### src/pkg/csg_pkg.sv
package csg_pkg;
	localparam int NCH = 8;
	localparam logic [5:0] FRAME_BITS = 6'h20;
	localparam logic [31:0] DIAG_REQUEST_FRAME = 32'h9AAA0001;
	localparam logic [7:0] DIAG_ANS_TAG = 8'hD1;
	// frame command nibble in bits 31:28
	localparam logic [3:0] CMD_CFG_A = 4'h1;
	localparam logic [3:0] CMD_CFG_B = 4'h2;
	localparam logic [3:0] CMD_KILL = 4'h3;
	localparam logic [3:0] CMD_GATE = 4'h4;
	localparam logic [3:0] CMD_STATUS = 4'h5;
	// config word B field positions
	localparam int CFGB_STRAT = 0;
	localparam int CFGB_SENSE = 8;
	localparam int CFGB_PEAK = 16;
	localparam int CFGB_HBRIDGE = 24;
	localparam int CFGB_DIAG_EN = 25;
	localparam int CFGB_WD_OFF = 26;
	localparam int CFGB_BOOST = 27;
	localparam logic [23:0] CFG_A_RESET = 24'h000000;
	localparam logic [27:0] CFG_B_RESET = 28'h2000000;
	localparam logic [7:0] KILL_RESET = 8'h00;
	localparam logic [15:0] GATE_RESET = 16'h0000;
	localparam logic [7:0] WD_KILL_PLAIN = 8'h3F;
	localparam logic [7:0] BRIDGE_CHANS = 8'hC0;
	localparam logic [7:0] PERMIT_CHAN = 8'h20;
	localparam logic [1:0] GC_1MA = 2'h0;
	localparam logic [1:0] GC_5MA = 2'h1;
	localparam logic [1:0] GC_20MA = 2'h2;
	// timing
	localparam int PCLK_KHZ = 250000;
	localparam int COMM_TIMEOUT_NORMAL_MIN_MS = 55;
	localparam int COMM_TIMEOUT_NORMAL_MAX_MS = 85;
	localparam int COMM_TIMEOUT_INITIAL_MIN_MS = 110;
	localparam int COMM_TIMEOUT_INITIAL_MAX_MS = 165;
	localparam int COMM_TIMEOUT_NORMAL_CYC =
		(COMM_TIMEOUT_NORMAL_MIN_MS + COMM_TIMEOUT_NORMAL_MAX_MS) / 2 * PCLK_KHZ;
	localparam int COMM_TIMEOUT_INITIAL_CYC =
		(COMM_TIMEOUT_INITIAL_MIN_MS + COMM_TIMEOUT_INITIAL_MAX_MS) / 2 * PCLK_KHZ;
	localparam int SCLK_HALF_CYC = 8;
	// host register map
	localparam logic [7:0] HOST_CMD_OFS = 8'h00;
	localparam logic [7:0] HOST_RX_OFS = 8'h04;
	localparam logic [7:0] HOST_STAT_OFS = 8'h08;
	localparam logic [7:0] HOST_CTRL_OFS = 8'h0C;
	localparam logic [7:0] HOST_PINS_OFS = 8'h10;
	localparam int CTRL_RESET_REL = 0;
	localparam int CTRL_SHUT_HI = 1;
	localparam int CTRL_SHUT_LO = 2;
	localparam int CTRL_PERMIT = 3;
	localparam logic [3:0] CTRL_RESET = 4'h2;
	typedef enum logic [2:0] {
		CODE_OC_PIN = 3'h0,
		CODE_OC = 3'h1,
		CODE_STG_STB = 3'h2,
		CODE_OL = 3'h3,
		CODE_NO_FAIL = 3'h4,
		CODE_NO_OC = 3'h5,
		CODE_NO_OFF_FAIL = 3'h6,
		CODE_NONE = 3'h7
	} csg_code_t;
	typedef enum logic [1:0] {
		HS_IDLE = 2'b00,
		HS_LEAD = 2'b01,
		HS_SHIFT = 2'b11,
		HS_TRAIL = 2'b10
	} csg_hstate_t;
endpackage : csg_pkg

### src/pkg/csg_if.sv
`timescale 1ns/100ps
`default_nettype none
interface csg_if;
	logic sclk;
	logic cs_n;
	logic mosi;
	logic miso;
	logic miso_oe;
	logic [7:0] channel_control_pin;
	logic channel_six_permit;
	logic shutoff_input_active_high;
	logic shutoff_input_active_low;
	logic external_reset_low;
	modport dev (input sclk, input cs_n, input mosi, output miso, output miso_oe,
		input channel_control_pin, input channel_six_permit,
		input shutoff_input_active_high, input shutoff_input_active_low,
		input external_reset_low);
	modport host (output sclk, output cs_n, output mosi, input miso, input miso_oe,
		output channel_control_pin, output channel_six_permit,
		output shutoff_input_active_high, output shutoff_input_active_low,
		output external_reset_low);
endinterface : csg_if
`default_nettype wire

### src/rtl/csg_device.sv
// Chosen here: the serial frame decode and the pin synchronisers.
`timescale 1ns/100ps
`default_nettype none
module csg_device
	import csg_pkg::*;
#(
	parameter int WD_NORMAL_CYC = COMM_TIMEOUT_NORMAL_CYC,
	parameter int WD_INIT_CYC = COMM_TIMEOUT_INITIAL_CYC
)
(
	input wire logic pclk,
	input wire logic presetn,
	csg_if.dev lnk,
	input wire logic [NCH-1:0] overcurrent_detect,
	input wire logic [NCH-1:0] oc_blank_running,
	input wire logic [NCH-1:0] short_to_ground_or_battery,
	input wire logic [NCH-1:0] open_load_detect,
	input wire logic [NCH-1:0] off_state_ok,
	output logic [NCH-1:0] gate_drive_on,
	output logic [NCH-1:0] gate_active_off,
	output logic [2*NCH-1:0] gate_current_setting,
	output logic [NCH-1:0] sensing_strategy_select
);
	localparam int SW = NCH + 7;
	localparam int WDW = $clog2(WD_INIT_CYC + 1);
	localparam logic [WDW-1:0] WD_NORMAL_LAST = WDW'(WD_NORMAL_CYC - 1);
	localparam logic [WDW-1:0] WD_INIT_LAST = WDW'(WD_INIT_CYC - 1);

	// ------------------------------------------------
	// pin synchronisers
	// ------------------------------------------------
	logic [SW-1:0] sy1_q, sy2_q, sy3_q;
	wire [SW-1:0] pins_raw = {lnk.sclk, lnk.cs_n, lnk.mosi, lnk.channel_six_permit,
		lnk.shutoff_input_active_high, lnk.shutoff_input_active_low,
		lnk.external_reset_low, lnk.channel_control_pin};

	always_ff @(posedge pclk or negedge presetn)
	begin
		if (!presetn)
		begin
			sy1_q <= '0;
			sy2_q <= '0;
			sy3_q <= '0;
		end
		else
		begin
			sy1_q <= pins_raw;
			sy2_q <= sy1_q;
			sy3_q <= sy2_q;
		end
	end

	wire sclk_rise = sy2_q[NCH+6] & ~sy3_q[NCH+6];
	wire sclk_fall = ~sy2_q[NCH+6] & sy3_q[NCH+6];
	wire cs_s = sy2_q[NCH+5];
	wire cs_fall = ~cs_s & sy3_q[NCH+5];
	wire cs_rise = cs_s & ~sy3_q[NCH+5];
	wire mosi_s = sy2_q[NCH+4];
	wire permit_s = sy2_q[NCH+3];
	wire released = ~sy2_q[NCH+2] & sy2_q[NCH+1];
	wire xrst = ~sy2_q[NCH];
	wire xrst_rel = sy2_q[NCH] & ~sy3_q[NCH];
	wire [NCH-1:0] ctl_pin = sy2_q[NCH-1:0];

	// ------------------------------------------------
	// serial frame slave
	// ------------------------------------------------
	logic [31:0] rx_q, tx_q, answer_q;
	logic [5:0] bitcnt_q;

	always_ff @(posedge pclk or negedge presetn)
	begin
		if (!presetn)
		begin
			rx_q <= '0;
			tx_q <= '0;
			bitcnt_q <= '0;
		end
		else if (cs_fall)
		begin
			bitcnt_q <= '0;
			tx_q <= answer_q;
		end
		else if (!cs_s && sclk_rise)
		begin
			rx_q <= {rx_q[30:0], mosi_s};
			// saturate so an overlong frame never looks valid
			if (bitcnt_q != 6'h3F)
				bitcnt_q <= bitcnt_q + 6'h01;
		end
		else if (!cs_s && sclk_fall)
			tx_q <= {tx_q[30:0], 1'b0};
	end

	assign lnk.miso = tx_q[31];
	assign lnk.miso_oe = ~cs_s;

	wire frame_ok = cs_rise & (bitcnt_q == FRAME_BITS);
	wire [3:0] cmd = rx_q[31:28];
	wire diag_rd = frame_ok & (rx_q == DIAG_REQUEST_FRAME);
	wire wr_a = frame_ok & (cmd == CMD_CFG_A);
	wire wr_b = frame_ok & (cmd == CMD_CFG_B);
	wire wr_kill = frame_ok & (cmd == CMD_KILL);
	wire wr_gate = frame_ok & (cmd == CMD_GATE);
	wire st_rd = frame_ok & (cmd == CMD_STATUS);

	// ------------------------------------------------
	// configuration
	// ------------------------------------------------
	logic [23:0] cfg_a_q;
	logic [27:0] cfg_b_q;
	logic [7:0] kill_q;
	logic [15:0] gate_q;

	always_ff @(posedge pclk or negedge presetn)
	begin
		if (!presetn)
		begin
			cfg_a_q <= CFG_A_RESET;
			cfg_b_q <= CFG_B_RESET;
			kill_q <= KILL_RESET;
			gate_q <= GATE_RESET;
		end
		else if (xrst)
		begin
			cfg_a_q <= CFG_A_RESET;
			cfg_b_q <= CFG_B_RESET;
			kill_q <= KILL_RESET;
			gate_q <= GATE_RESET;
		end
		else
		begin
			if (wr_a)
				cfg_a_q <= rx_q[23:0];
			if (wr_b)
				cfg_b_q <= rx_q[27:0];
			if (wr_kill)
				kill_q <= rx_q[7:0];
			if (wr_gate)
				gate_q <= rx_q[15:0];
		end
	end

	wire [NCH-1:0] en = cfg_a_q[7:0];
	wire [NCH-1:0] src_sel = cfg_a_q[15:8];
	wire [NCH-1:0] soft_on = cfg_a_q[23:16];
	wire [NCH-1:0] strat = cfg_b_q[CFGB_STRAT +: NCH];
	wire [NCH-1:0] peak = cfg_b_q[CFGB_PEAK +: NCH];
	wire hbridge = cfg_b_q[CFGB_HBRIDGE];
	wire diag_en = cfg_b_q[CFGB_DIAG_EN];
	wire wd_en = ~cfg_b_q[CFGB_WD_OFF];
	wire boost_all20 = cfg_b_q[CFGB_BOOST];
	assign sensing_strategy_select = cfg_b_q[CFGB_SENSE +: NCH];

	// ------------------------------------------------
	// communication watchdog
	// ------------------------------------------------
	logic wd_run_q, wd_init_q, wd_seen_q, wd_fail_q;
	logic [WDW-1:0] wd_cnt_q;
	wire [WDW-1:0] wd_last = wd_init_q ? WD_INIT_LAST : WD_NORMAL_LAST;
	wire wd_hold = xrst | ~released | ~wd_en;
	wire wd_expire = ~wd_hold & wd_run_q & ~frame_ok & (wd_cnt_q == wd_last);

	always_ff @(posedge pclk or negedge presetn)
	begin
		if (!presetn)
		begin
			wd_run_q <= 1'b0;
			wd_init_q <= 1'b0;
			wd_seen_q <= 1'b0;
			wd_fail_q <= 1'b0;
			wd_cnt_q <= '0;
		end
		else if (wd_hold)
		begin
			wd_run_q <= 1'b0;
			wd_init_q <= 1'b0;
			wd_fail_q <= 1'b0;
			wd_cnt_q <= '0;
			if (xrst)
				wd_seen_q <= 1'b0;
		end
		else if (!wd_run_q)
		begin
			wd_run_q <= 1'b1;
			wd_cnt_q <= '0;
			// already released when reset lets go: allow boot time
			wd_init_q <= xrst_rel & ~wd_seen_q;
		end
		else if (frame_ok)
		begin
			wd_cnt_q <= '0;
			wd_init_q <= 1'b0;
			wd_seen_q <= 1'b1;
			wd_fail_q <= 1'b0;
		end
		else if (wd_expire)
		begin
			wd_fail_q <= 1'b1;
			wd_init_q <= 1'b0;
			wd_cnt_q <= '0;
		end
		else
			wd_cnt_q <= wd_cnt_q + 1'b1;
	end

	// ------------------------------------------------
	// sticky flags and answer word
	// ------------------------------------------------
	logic permit_loss_q, xrst_flag_q, wd_flag_q;
	logic [3*NCH-1:0] code_q;

	always_ff @(posedge pclk or negedge presetn)
	begin
		if (!presetn)
		begin
			permit_loss_q <= 1'b0;
			xrst_flag_q <= 1'b0;
			wd_flag_q <= 1'b0;
			answer_q <= '0;
		end
		else
		begin
			permit_loss_q <= ~permit_s | (permit_loss_q & ~st_rd);
			xrst_flag_q <= xrst | (xrst_flag_q & ~st_rd);
			wd_flag_q <= wd_expire | (wd_flag_q & ~st_rd);
			if (diag_rd)
				answer_q <= {DIAG_ANS_TAG, code_q};
			else if (st_rd)
				answer_q <= {CMD_STATUS, 24'h000000, wd_en, wd_flag_q, xrst_flag_q,
					permit_loss_q};
		end
	end

	// ------------------------------------------------
	// channel gating and overcurrent
	// ------------------------------------------------
	logic [NCH-1:0] ctl_q, trip_q, rdseen_q, boost_q, on_prev_q, offok_q;
	logic [NCH-1:0] gate_on_q, gate_off_q;
	logic [2*NCH-1:0] gate_cur_d, gate_cur_q;
	logic [3*NCH-1:0] code_d;
	logic [2:0] ev;

	wire [NCH-1:0] ctl = (src_sel & soft_on) | (~src_sel & ctl_pin);
	wire [NCH-1:0] ctl_edge = ctl ^ ctl_q;
	wire [NCH-1:0] permit_kill = permit_s ? '0 : PERMIT_CHAN;
	wire [NCH-1:0] wd_kill = wd_fail_q ? (WD_KILL_PLAIN | (hbridge ? BRIDGE_CHANS : '0))
		: '0;
	wire [NCH-1:0] oc_set = overcurrent_detect & gate_on_q & ~{NCH{xrst}};
	wire [NCH-1:0] need_rd = strat | (hbridge ? BRIDGE_CHANS : '0);
	wire [NCH-1:0] reengage = trip_q & ctl_edge & (~need_rd | rdseen_q);
	wire [NCH-1:0] trip_d = oc_set | (trip_q & ~reengage);
	wire [NCH-1:0] off_act = kill_q | permit_kill | wd_kill | trip_q;
	wire [NCH-1:0] turn_on = gate_on_q & ~on_prev_q;

	always_comb
	begin
		for (int i = 0; i < NCH; i++)
		begin
			gate_cur_d[2*i +: 2] = gate_q[2*i +: 2];
			// stronger pull from an overcurrent trip until the next diagnostic readout
			if (boost_q[i] && gate_q[2*i +: 2] == GC_1MA)
				gate_cur_d[2*i +: 2] = boost_all20 ? GC_20MA : GC_5MA;
			else if (boost_q[i] && gate_q[2*i +: 2] == GC_5MA)
				gate_cur_d[2*i +: 2] = GC_20MA;
		end
	end

	always_comb
	begin
		ev = CODE_NONE;
		code_d = code_q;
		for (int i = 0; i < NCH; i++)
		begin
			if (oc_set[i])
				ev = (peak[i] && oc_blank_running[i]) ? CODE_OC_PIN : CODE_OC;
			else if (!gate_on_q[i] && short_to_ground_or_battery[i])
				ev = CODE_STG_STB;
			else if (!gate_on_q[i] && open_load_detect[i])
				ev = CODE_OL;
			else if (turn_on[i] && offok_q[i])
				ev = CODE_NO_FAIL;
			else if (gate_on_q[i])
				ev = CODE_NO_OC;
			else if (off_state_ok[i])
				ev = CODE_NO_OFF_FAIL;
			else
				ev = CODE_NONE;
			// readout clears, yet a same-cycle event still lands
			code_d[3*i +: 3] = diag_rd ? CODE_NONE : code_q[3*i +: 3];
			if (ev < code_d[3*i +: 3])
				code_d[3*i +: 3] = ev;
			if (!diag_en)
				code_d[3*i +: 3] = CODE_NONE;
		end
	end

	always_ff @(posedge pclk or negedge presetn)
	begin
		if (!presetn)
		begin
			ctl_q <= '0;
			trip_q <= '0;
			rdseen_q <= '0;
			boost_q <= '0;
			on_prev_q <= '0;
			offok_q <= '0;
			gate_on_q <= '0;
			gate_off_q <= '0;
			gate_cur_q <= GATE_RESET;
			code_q <= {NCH{CODE_NONE}};
		end
		else if (xrst)
		begin
			ctl_q <= '0;
			trip_q <= '0;
			rdseen_q <= '0;
			boost_q <= '0;
			on_prev_q <= '0;
			offok_q <= '0;
			gate_on_q <= '0;
			gate_off_q <= '1;
			gate_cur_q <= GATE_RESET;
			code_q <= {NCH{CODE_NONE}};
		end
		else
		begin
			ctl_q <= ctl;
			trip_q <= trip_d;
			rdseen_q <= (rdseen_q | {NCH{diag_rd}}) & trip_q & trip_d;
			boost_q <= oc_set | (boost_q & ~{NCH{diag_rd}});
			on_prev_q <= gate_on_q;
			offok_q <= (offok_q & ~turn_on) | (~gate_on_q & off_state_ok &
				~short_to_ground_or_battery & ~open_load_detect);
			gate_on_q <= en & ~off_act & ~oc_set & ctl;
			gate_off_q <= en & (off_act | oc_set);
			gate_cur_q <= gate_cur_d;
			code_q <= code_d;
		end
	end

	assign gate_drive_on = gate_on_q;
	assign gate_active_off = gate_off_q;
	assign gate_current_setting = gate_cur_q;
endmodule : csg_device
`default_nettype wire

### src/flat_wrapper.sv
// flat-port wrapper written by rule: the top's interface ports become plain ports
module csg_device_flat import csg_pkg::*;
#(
	parameter int WD_NORMAL_CYC = COMM_TIMEOUT_NORMAL_CYC,
	parameter int WD_INIT_CYC = COMM_TIMEOUT_INITIAL_CYC
)
  (pclk, presetn, overcurrent_detect, oc_blank_running, short_to_ground_or_battery, open_load_detect, off_state_ok, gate_drive_on, gate_active_off, gate_current_setting, sensing_strategy_select, lnk_sclk, lnk_cs_n, lnk_mosi, lnk_miso, lnk_miso_oe, lnk_channel_control_pin, lnk_channel_six_permit, lnk_shutoff_input_active_high, lnk_shutoff_input_active_low, lnk_external_reset_low);
  csg_if lnk_i ();
  input wire logic pclk;
  input wire logic presetn;
  input wire logic [NCH-1:0] overcurrent_detect;
  input wire logic [NCH-1:0] oc_blank_running;
  input wire logic [NCH-1:0] short_to_ground_or_battery;
  input wire logic [NCH-1:0] open_load_detect;
  input wire logic [NCH-1:0] off_state_ok;
  output logic [NCH-1:0] gate_drive_on;
  output logic [NCH-1:0] gate_active_off;
  output logic [2*NCH-1:0] gate_current_setting;
  output logic [NCH-1:0] sensing_strategy_select;
  input wire logic [$bits(lnk_i.sclk)-1:0] lnk_sclk;
  input wire logic [$bits(lnk_i.cs_n)-1:0] lnk_cs_n;
  input wire logic [$bits(lnk_i.mosi)-1:0] lnk_mosi;
  output wire logic [$bits(lnk_i.miso)-1:0] lnk_miso;
  output wire logic [$bits(lnk_i.miso_oe)-1:0] lnk_miso_oe;
  input wire logic [$bits(lnk_i.channel_control_pin)-1:0] lnk_channel_control_pin;
  input wire logic [$bits(lnk_i.channel_six_permit)-1:0] lnk_channel_six_permit;
  input wire logic [$bits(lnk_i.shutoff_input_active_high)-1:0] lnk_shutoff_input_active_high;
  input wire logic [$bits(lnk_i.shutoff_input_active_low)-1:0] lnk_shutoff_input_active_low;
  input wire logic [$bits(lnk_i.external_reset_low)-1:0] lnk_external_reset_low;
  assign lnk_i.sclk = lnk_sclk;
  assign lnk_i.cs_n = lnk_cs_n;
  assign lnk_i.mosi = lnk_mosi;
  assign lnk_miso = lnk_i.miso;
  assign lnk_miso_oe = lnk_i.miso_oe;
  assign lnk_i.channel_control_pin = lnk_channel_control_pin;
  assign lnk_i.channel_six_permit = lnk_channel_six_permit;
  assign lnk_i.shutoff_input_active_high = lnk_shutoff_input_active_high;
  assign lnk_i.shutoff_input_active_low = lnk_shutoff_input_active_low;
  assign lnk_i.external_reset_low = lnk_external_reset_low;
  csg_device #(.WD_NORMAL_CYC(WD_NORMAL_CYC), .WD_INIT_CYC(WD_INIT_CYC)) u_core (.pclk(pclk), .presetn(presetn), .lnk(lnk_i), .overcurrent_detect(overcurrent_detect), .oc_blank_running(oc_blank_running), .short_to_ground_or_battery(short_to_ground_or_battery), .open_load_detect(open_load_detect), .off_state_ok(off_state_ok), .gate_drive_on(gate_drive_on), .gate_active_off(gate_active_off), .gate_current_setting(gate_current_setting), .sensing_strategy_select(sensing_strategy_select));
endmodule
### config.mk
export PLATFORM = sky130hd
export DESIGN_NAME = csg_device_flat
export DESIGN_NICKNAME = d
export VERILOG_FILES = /design/src/pkg/csg_pkg.sv /design/src/pkg/csg_if.sv /design/src/rtl/csg_device.sv /design/src/flat_wrapper.sv
export SDC_FILE = /design/constraint.sdc
export NUM_CORES = 1
export LEC_CHECK = 0
export BUFFER_PORTS_ARGS = -buffer_cell sky130_fd_sc_hd__clkbuf_2
export CAP_MARGIN = 20
export CORE_UTILIZATION = 50
export DETAILED_ROUTE_END_ITERATION = 8
export PLACE_DENSITY_LB_ADDON = 0.25
export SYNTH_ARGS = -nofsm -noshare
export SYNTH_HDL_FRONTEND = slang
export SYNTH_SLANG_ARGS = --single-unit
export TNS_END_PERCENT = 5
### constraint.sdc
create_clock -name pclk -period 3.4 [get_ports pclk]
set_input_delay 0.17 -clock pclk [delete_from_list [all_inputs] [get_ports pclk]]
set_output_delay 0.17 -clock pclk [all_outputs]
set_load 0.05 [all_outputs]
=== Yosys cells after proc, flatten, opt, wreduce, memory -nomap -nowiden ===
Index checks and enable logic that the tools add are counted.

* Bits in registers: 360
* Input bits: 57
* Output and inout bits: 42
* Logic and storage cells: 369

* $add $sub $neg: 2
* Order comparisons: 8
* Equality and inequality tests: 24
* Mux-type cells: 144
* Bitwise operators: 83
* Reductions and logical operators: 79

{| class="wikitable"
|+ Operators with widths
! operator !! count
|-
| 3-bit two-way mux || 64
|-
| 32-bit two-way mux || 5
|-
| 8-bit bitwise AND || 19
|-
| 26-bit two-way mux || 5
|-
| 8-bit two-way mux || 12
|-
| 8-bit inverter || 12
|-
| 8-bit bitwise OR || 11
|-
| 24-bit two-way mux || 3
|-
| 28-bit two-way mux || 2
|-
| 1-bit logical AND || 50
|-
| 16-bit two-way mux || 3
|-
| 2-bit two-way mux || 17
|-
| 32-bit == test (second input constant) || 1
|-
| 1-bit two-way mux || 29
|-
| 26-bit by 1-bit adder with 26-bit output (second input constant) || 1
|-
| 26-bit == test || 1
|-
| 3-bit < comparator || 8
|-
| 6-bit two-way mux || 4
|-
| 1-bit bitwise AND || 20
|-
| 2-bit by 1-bit == test with 1-bit output (second input constant) || 8
|-
| 2-bit logical NOT || 8
|-
| 1-bit inverter || 15
|-
| 2-bit nonzero test || 6
|-
| 2-bit inequality test (second input constant) || 5
|-
| other kinds (14) || 31
|}

=== Logic depth before layout (Yosys ltp) ===
* Word-level depth: 13
* Depth in mapped cells: 13
* Depth with buffers taken out: 12

=== Worst setup path after synthesis ===
No wires, ideal clock.

* Path kind: register to register
* Start: register u_core.bitcnt_q[0]
* End: register u_core.code_q[10]
* Arrival: 2.621 ns
* Required time: 3.321 ns
* Path slack: 0.700 ns
* Stages on the path, launching flop included: 14
* Buffers on the path: 2
* Clock period less this slack: 2.700 ns
* Cells stage by stage: dfrtp_1 > inv_1 > ha_1 > and4bb_2 > nand3_1 > nor3_2 > buf_2 > buf_2 > nor2_1 > ha_1 > nand2_1 > or2_2 > o211a_1 > o21ai_0

* Longest elaborated chain between the ends: 8

{| class="wikitable"
|+ RTL lines
! item !! RTL line !! source
|-
| from (decl) || csg_device.sv:69 || <nowiki>logic [5:0] bitcnt_q;</nowiki>
|-
| from (signal assigned) || csg_device.sv:89 || <nowiki>bitcnt_q <= bitcnt_q + 6'h01;</nowiki>
|-
| 6-bit == test * || csg_device.sv:98 || <nowiki>wire frame_ok = cs_rise & (bitcnt_q == FRAME_BITS);</nowiki>
|-
| 1-bit bitwise AND * || csg_device.sv:98 ||
|-
| 1-bit bitwise AND * || csg_device.sv:100 || <nowiki>wire diag_rd = frame_ok & (rx_q == DIAG_REQUEST_FRAME);</nowiki>
|-
| 3-bit two-way mux * || csg_device.sv:290 || <nowiki>code_d[3*i +: 3] = diag_rd ? CODE_NONE : code_q[3*i +: 3];</nowiki>
|-
| 3-bit < comparator || csg_device.sv:291 || <nowiki>if (ev < code_d[3*i +: 3])</nowiki>
|-
| 3-bit two-way mux * || csg_device.sv:291 ||
|-
| 3-bit two-way mux * || csg_device.sv:293 || <nowiki>if (!diag_en)</nowiki>
|-
| 24-bit two-way mux * || csg_device.sv:313 || <nowiki>else if (xrst)</nowiki>
|-
| to (signal assigned) || csg_device.sv:311 || <nowiki>code_q <= {NCH{CODE_NONE}};</nowiki>
|-
| to (signal assigned) || csg_device.sv:324 || <nowiki>code_q <= {NCH{CODE_NONE}};</nowiki>
|-
| to (signal assigned) || csg_device.sv:338 || <nowiki>code_q <= code_d;</nowiki>
|-
| to (decl) || csg_device.sv:211 || <nowiki>logic [3*NCH-1:0] code_q;</nowiki>
|}

Every way passes the cells marked *; elsewhere a longest branch is shown, timed or not.
A chain may end at the register's enable or synchronous reset.

=== Worst setup path after layout ===
* Start: register u_core.sy2_q[13]
* End: register u_core.code_q[19]

* Longest elaborated chain between the ends: 8

{| class="wikitable"
|+ RTL lines
! item !! RTL line !! source
|-
| from (decl) || csg_device.sv:32 || <nowiki>logic [SW-1:0] sy1_q, sy2_q, sy3_q;</nowiki>
|-
| from (signal assigned) || csg_device.sv:48 || <nowiki>sy2_q <= sy1_q;</nowiki>
|-
| 1-bit bitwise AND * || csg_device.sv:57 || <nowiki>wire cs_rise = cs_s & ~sy3_q[NCH+5];</nowiki>
|-
| 1-bit bitwise AND * || csg_device.sv:98 ||
|-
| 1-bit bitwise AND * || csg_device.sv:100 ||
|-
| 3-bit two-way mux * || csg_device.sv:290 ||
|-
| 3-bit < comparator || csg_device.sv:291 ||
|-
| 3-bit two-way mux * || csg_device.sv:291 ||
|-
| 3-bit two-way mux * || csg_device.sv:293 ||
|-
| 24-bit two-way mux * || csg_device.sv:313 ||
|}

Marks and branches as above.

==> impl_metrics.tcl <==
set metrics [dict create \
    die_y_um 176 \
    critPathSlowestCell "dfrtp_1" \
    wl_mm 34.1 \
    start_util 0.511 \
    clk_latency_ns 0.53 \
    cts_resized 0 \
    worstHoldPathType "input port to register" \
    skew_ns 0.0185 \
    hold_viol 0 \
    cts_setup_buffers 0 \
    rsz0062_at_grt "no" \
    yosysUniqueCellTypes 59 \
    finalCritPeriodShare 0.898 \
    max_cap_violations 0 \
    cts_hold_buf 16 \
    n_antenna_cell 0 \
    yosysSeqAreaShare 0.565 \
    cp-start-kind "register" \
    place.port_buffers 98 \
    tns_ns 0 \
    worst_slew_pin_slew_ns 0.974 \
    required_ns 3.79 \
    async_flop_share 1.00 \
    seq_power_share 0.482 \
    drt_iter0_markers 637 \
    clk_pin_slew_ns 0.07 \
    gp_congestion 0.824 \
    leakagePower_nw 8.44 \
    synth_area_leaders "dfrtp_1 52%, mux2i_1 5.7%, dfstp_2 4.3%" \
    arrival_ns 3.45 \
    timing.final.ws_setup_ns 0.346 \
    synthTopCellsByCount "317 x dfrtp_1, 158 x nand2_1, 104 x nor2_1" \
    nets 1585 \
    drcViolationCount 0 \
    via_count 10400 \
    slew_headroom 0.345 \
    avgSynthCellArea_sq_um 10.9 \
    worstSetupPathType "register to register" \
    synth_nets 1476 \
    cts_sinks 342 \
    crit_path_end_kind "register" \
    root_buffer "clkbuf_16" \
    pwr-share-comb 0.056 \
    ir_drop_mv 0.340 \
    area_growth_pct 15.4 \
    cp_cell_sequence "nor3b_2 > nand3_1 > nor3_4 > buf_12 > or2_2 > ha_1 > inv_1 > nand2_1 > o31a_1 > a211oi_1 > o21ai_0" \
    clock_path_buffers 3 \
    grt_pass1_wl_mm 55.0 \
    grt_use_total 0.227 \
    slowest_delay_ns 0.48 \
    max_freq_ghz 0.327 \
    ys_ff_latch 342 \
    row_count 63 \
    grt_max_degree 113 \
    layout_min_cycle_time_ns 3.05 \
    synth_area_sq_um 15200 \
    crit_fanout 54 \
    status "finished, final reports clean" \
    core_area_sq_um 29800 \
    synth_edf_count 0 \
    antenna_found_initial 0 \
    setup_viol 0 \
    power_density_nw_per_um2 501 \
    grt_overflow 0 \
    die_w_um 176 \
    post-dp-hpwl_mm 22.7 \
    cts_buffers 38 \
    io-pin-count 99 \
    viasPerCell 5.43 \
    htreeDepth 2 \
    placed_cell_area_sq_um 16100 \
    ant_nets 0 \
    clkPwrFrac 0.463 \
    yosysWarnings 0 \
    p_int_w 0.00681 \
    die_area_sq_um 31100 \
    yosysTopAreaCell "dfrtp_1" \
    grt_pass1_vias 10300 \
    design_area_sq_um 17600 \
    p_sw_w 0.00199 \
    synth_top_area_frac 0.521 \
    cts_tree "done" \
    maxSlewViolCount 0 \
    synth_cells 1392 \
    sw_frac_of_total 0.226 \
    preCtsSetupSlack_ns 0.370 \
    drt_first_pass_iters 4 \
    synth_most_common_cell "dfrtp_1" \
    drive_gt1_frac 0.188 \
    synth-main-ff-cell "dfrtp_1" \
    wl_per_cell_um 17.8 \
]
[sequential cells by signal (all words and copies together), names as in the netlist, 16 cells and up]
signal                       cells
u_core.gate_current_setting     16
u_core.cfg_a_q                  24
u_core.wd_cnt_q                 26
u_core.gate_q                   16
u_core.code_q                   24
u_core.answer_q                 26
u_core.tx_q                     32
u_core.cfg_b_q                  28
u_core.rx_q                     32
[critical path: cells and delay by family, from the launching register on]
| kind | cells | cell delay [ns] |
|---|---|---|
| flops | 1 | 0.48 |
| simple gates | 5 | 1.21 |
| buf+inv | 2 | 0.35 |
| compound gates | 3 | 0.64 |
| fa+ha+maj | 1 | 0.22 |
[per-layer routing]
layer  wire [um]  track usage  up-vias  part of all wire
li1            -            -     4969                 -
met1       16000        0.321     5175              0.47
met2       15700        0.350      197              0.46
met3        1220       0.0334       70             0.036
met4        1250       0.0945        0             0.037
met5           0            0        -                 0
[cell families after synthesis]
kind of cell / count (synthesis) / share of synthesized area
AOI/OAI and AO/OA: 243 / 0.106
xor gates and xnor gates: 37 / 0.0213
adders and majority gates: 27 / 0.0222
buffers and inverters: 131 / 0.0377
DFF: 342 / 0.565
muxes: 122 / 0.0832
and+or+nand+nor: 490 / 0.164
[power by group through the flow]
stage	clock network [W]	registers [W]	logic (W)
6_report	0.00407	0.00424	0.000489
5_1_grt	0.00433	0.00425	0.000549
4_1_cts	0.00416	0.00424	0.000496
3_5_place_dp	0	0.00431	0.000479
3_3_place_gp	0	0.00431	0.000471
2_1_floorplan	0	0.00431	0.000240
[stage by stage]
stage,hold WS [ns],total power [W],util,std cells
3_3_place_gp,0.278,0.00478,0.541,1834
2_1_floorplan,-0.126,0.00455,-,1392
5_1_grt,0.0817,0.00913,0.589,1918
3_5_place_dp,0.280,0.00479,0.541,1834
4_1_cts,0.0522,0.00889,0.589,1917
6_report,0.0571,0.00880,0.589,1918
[cell usage in the layout (no fill, tap or decap), types with 9 or more instances in the layout]
cell	instances
mux2i_1	86
o21ai_0	98
dfrtp_1	316
clkbuf_16	38
and3_1	29
nor2_1	103
nor4_1	9
buf_4	28
a21o_1	9
dlygate4sd3_1	16
nand4_1	14
inv_1	54
o21a_1	16
a21boi_0	30
nand3b_1	9
ha_1	27
nand2_1	158
or2_2	16
clkbuf_1	9
o211a_1	16
nor2b_1	62
mux2_2	36
nand3_1	14
dfstp_2	25
clkbuf_2	97
a211oi_1	16
nand2b_1	27
and2_1	17
xor2_1	22
xnor2_1	15
a21oi_1	21
[path summary, 6_finish.rpt]
path	end	cells after the start	from	slack, ns
worst max-delay path	u_core.code_q[19]$_DFF_PN1_	11	u_core.sy2_q[13]$_DFF_PN0_	0.35
worst min-delay path	u_core.offok_q[5]$_DFF_PN0_	4	off_state_ok[5]	0.06
worst max register to register	u_core.code_q[19]$_DFF_PN1_	11	u_core.sy2_q[13]$_DFF_PN0_	0.35
worst min register to register	u_core.sy2_q[8]$_DFF_PN0_	0	u_core.sy1_q[8]$_DFF_PN0_	0.34
max in group asynchronous	u_core.code_q[8]$_DFF_PN1_	3	presetn	2.11
min in group asynchronous	u_core.wd_cnt_q[23]$_DFF_PN0_	2	presetn	0.31
[layout make-up]
type                       instances  area, sq um
inverter                          54          203
clock inverter                    13          168
fill                            2485        12200
tap                              390          488
clock buffer                      54         1080
multi-input combinational        919         6080
timing repair buffer             146          951
sequential                       342         8590
(Power assumes the default switching activity.)
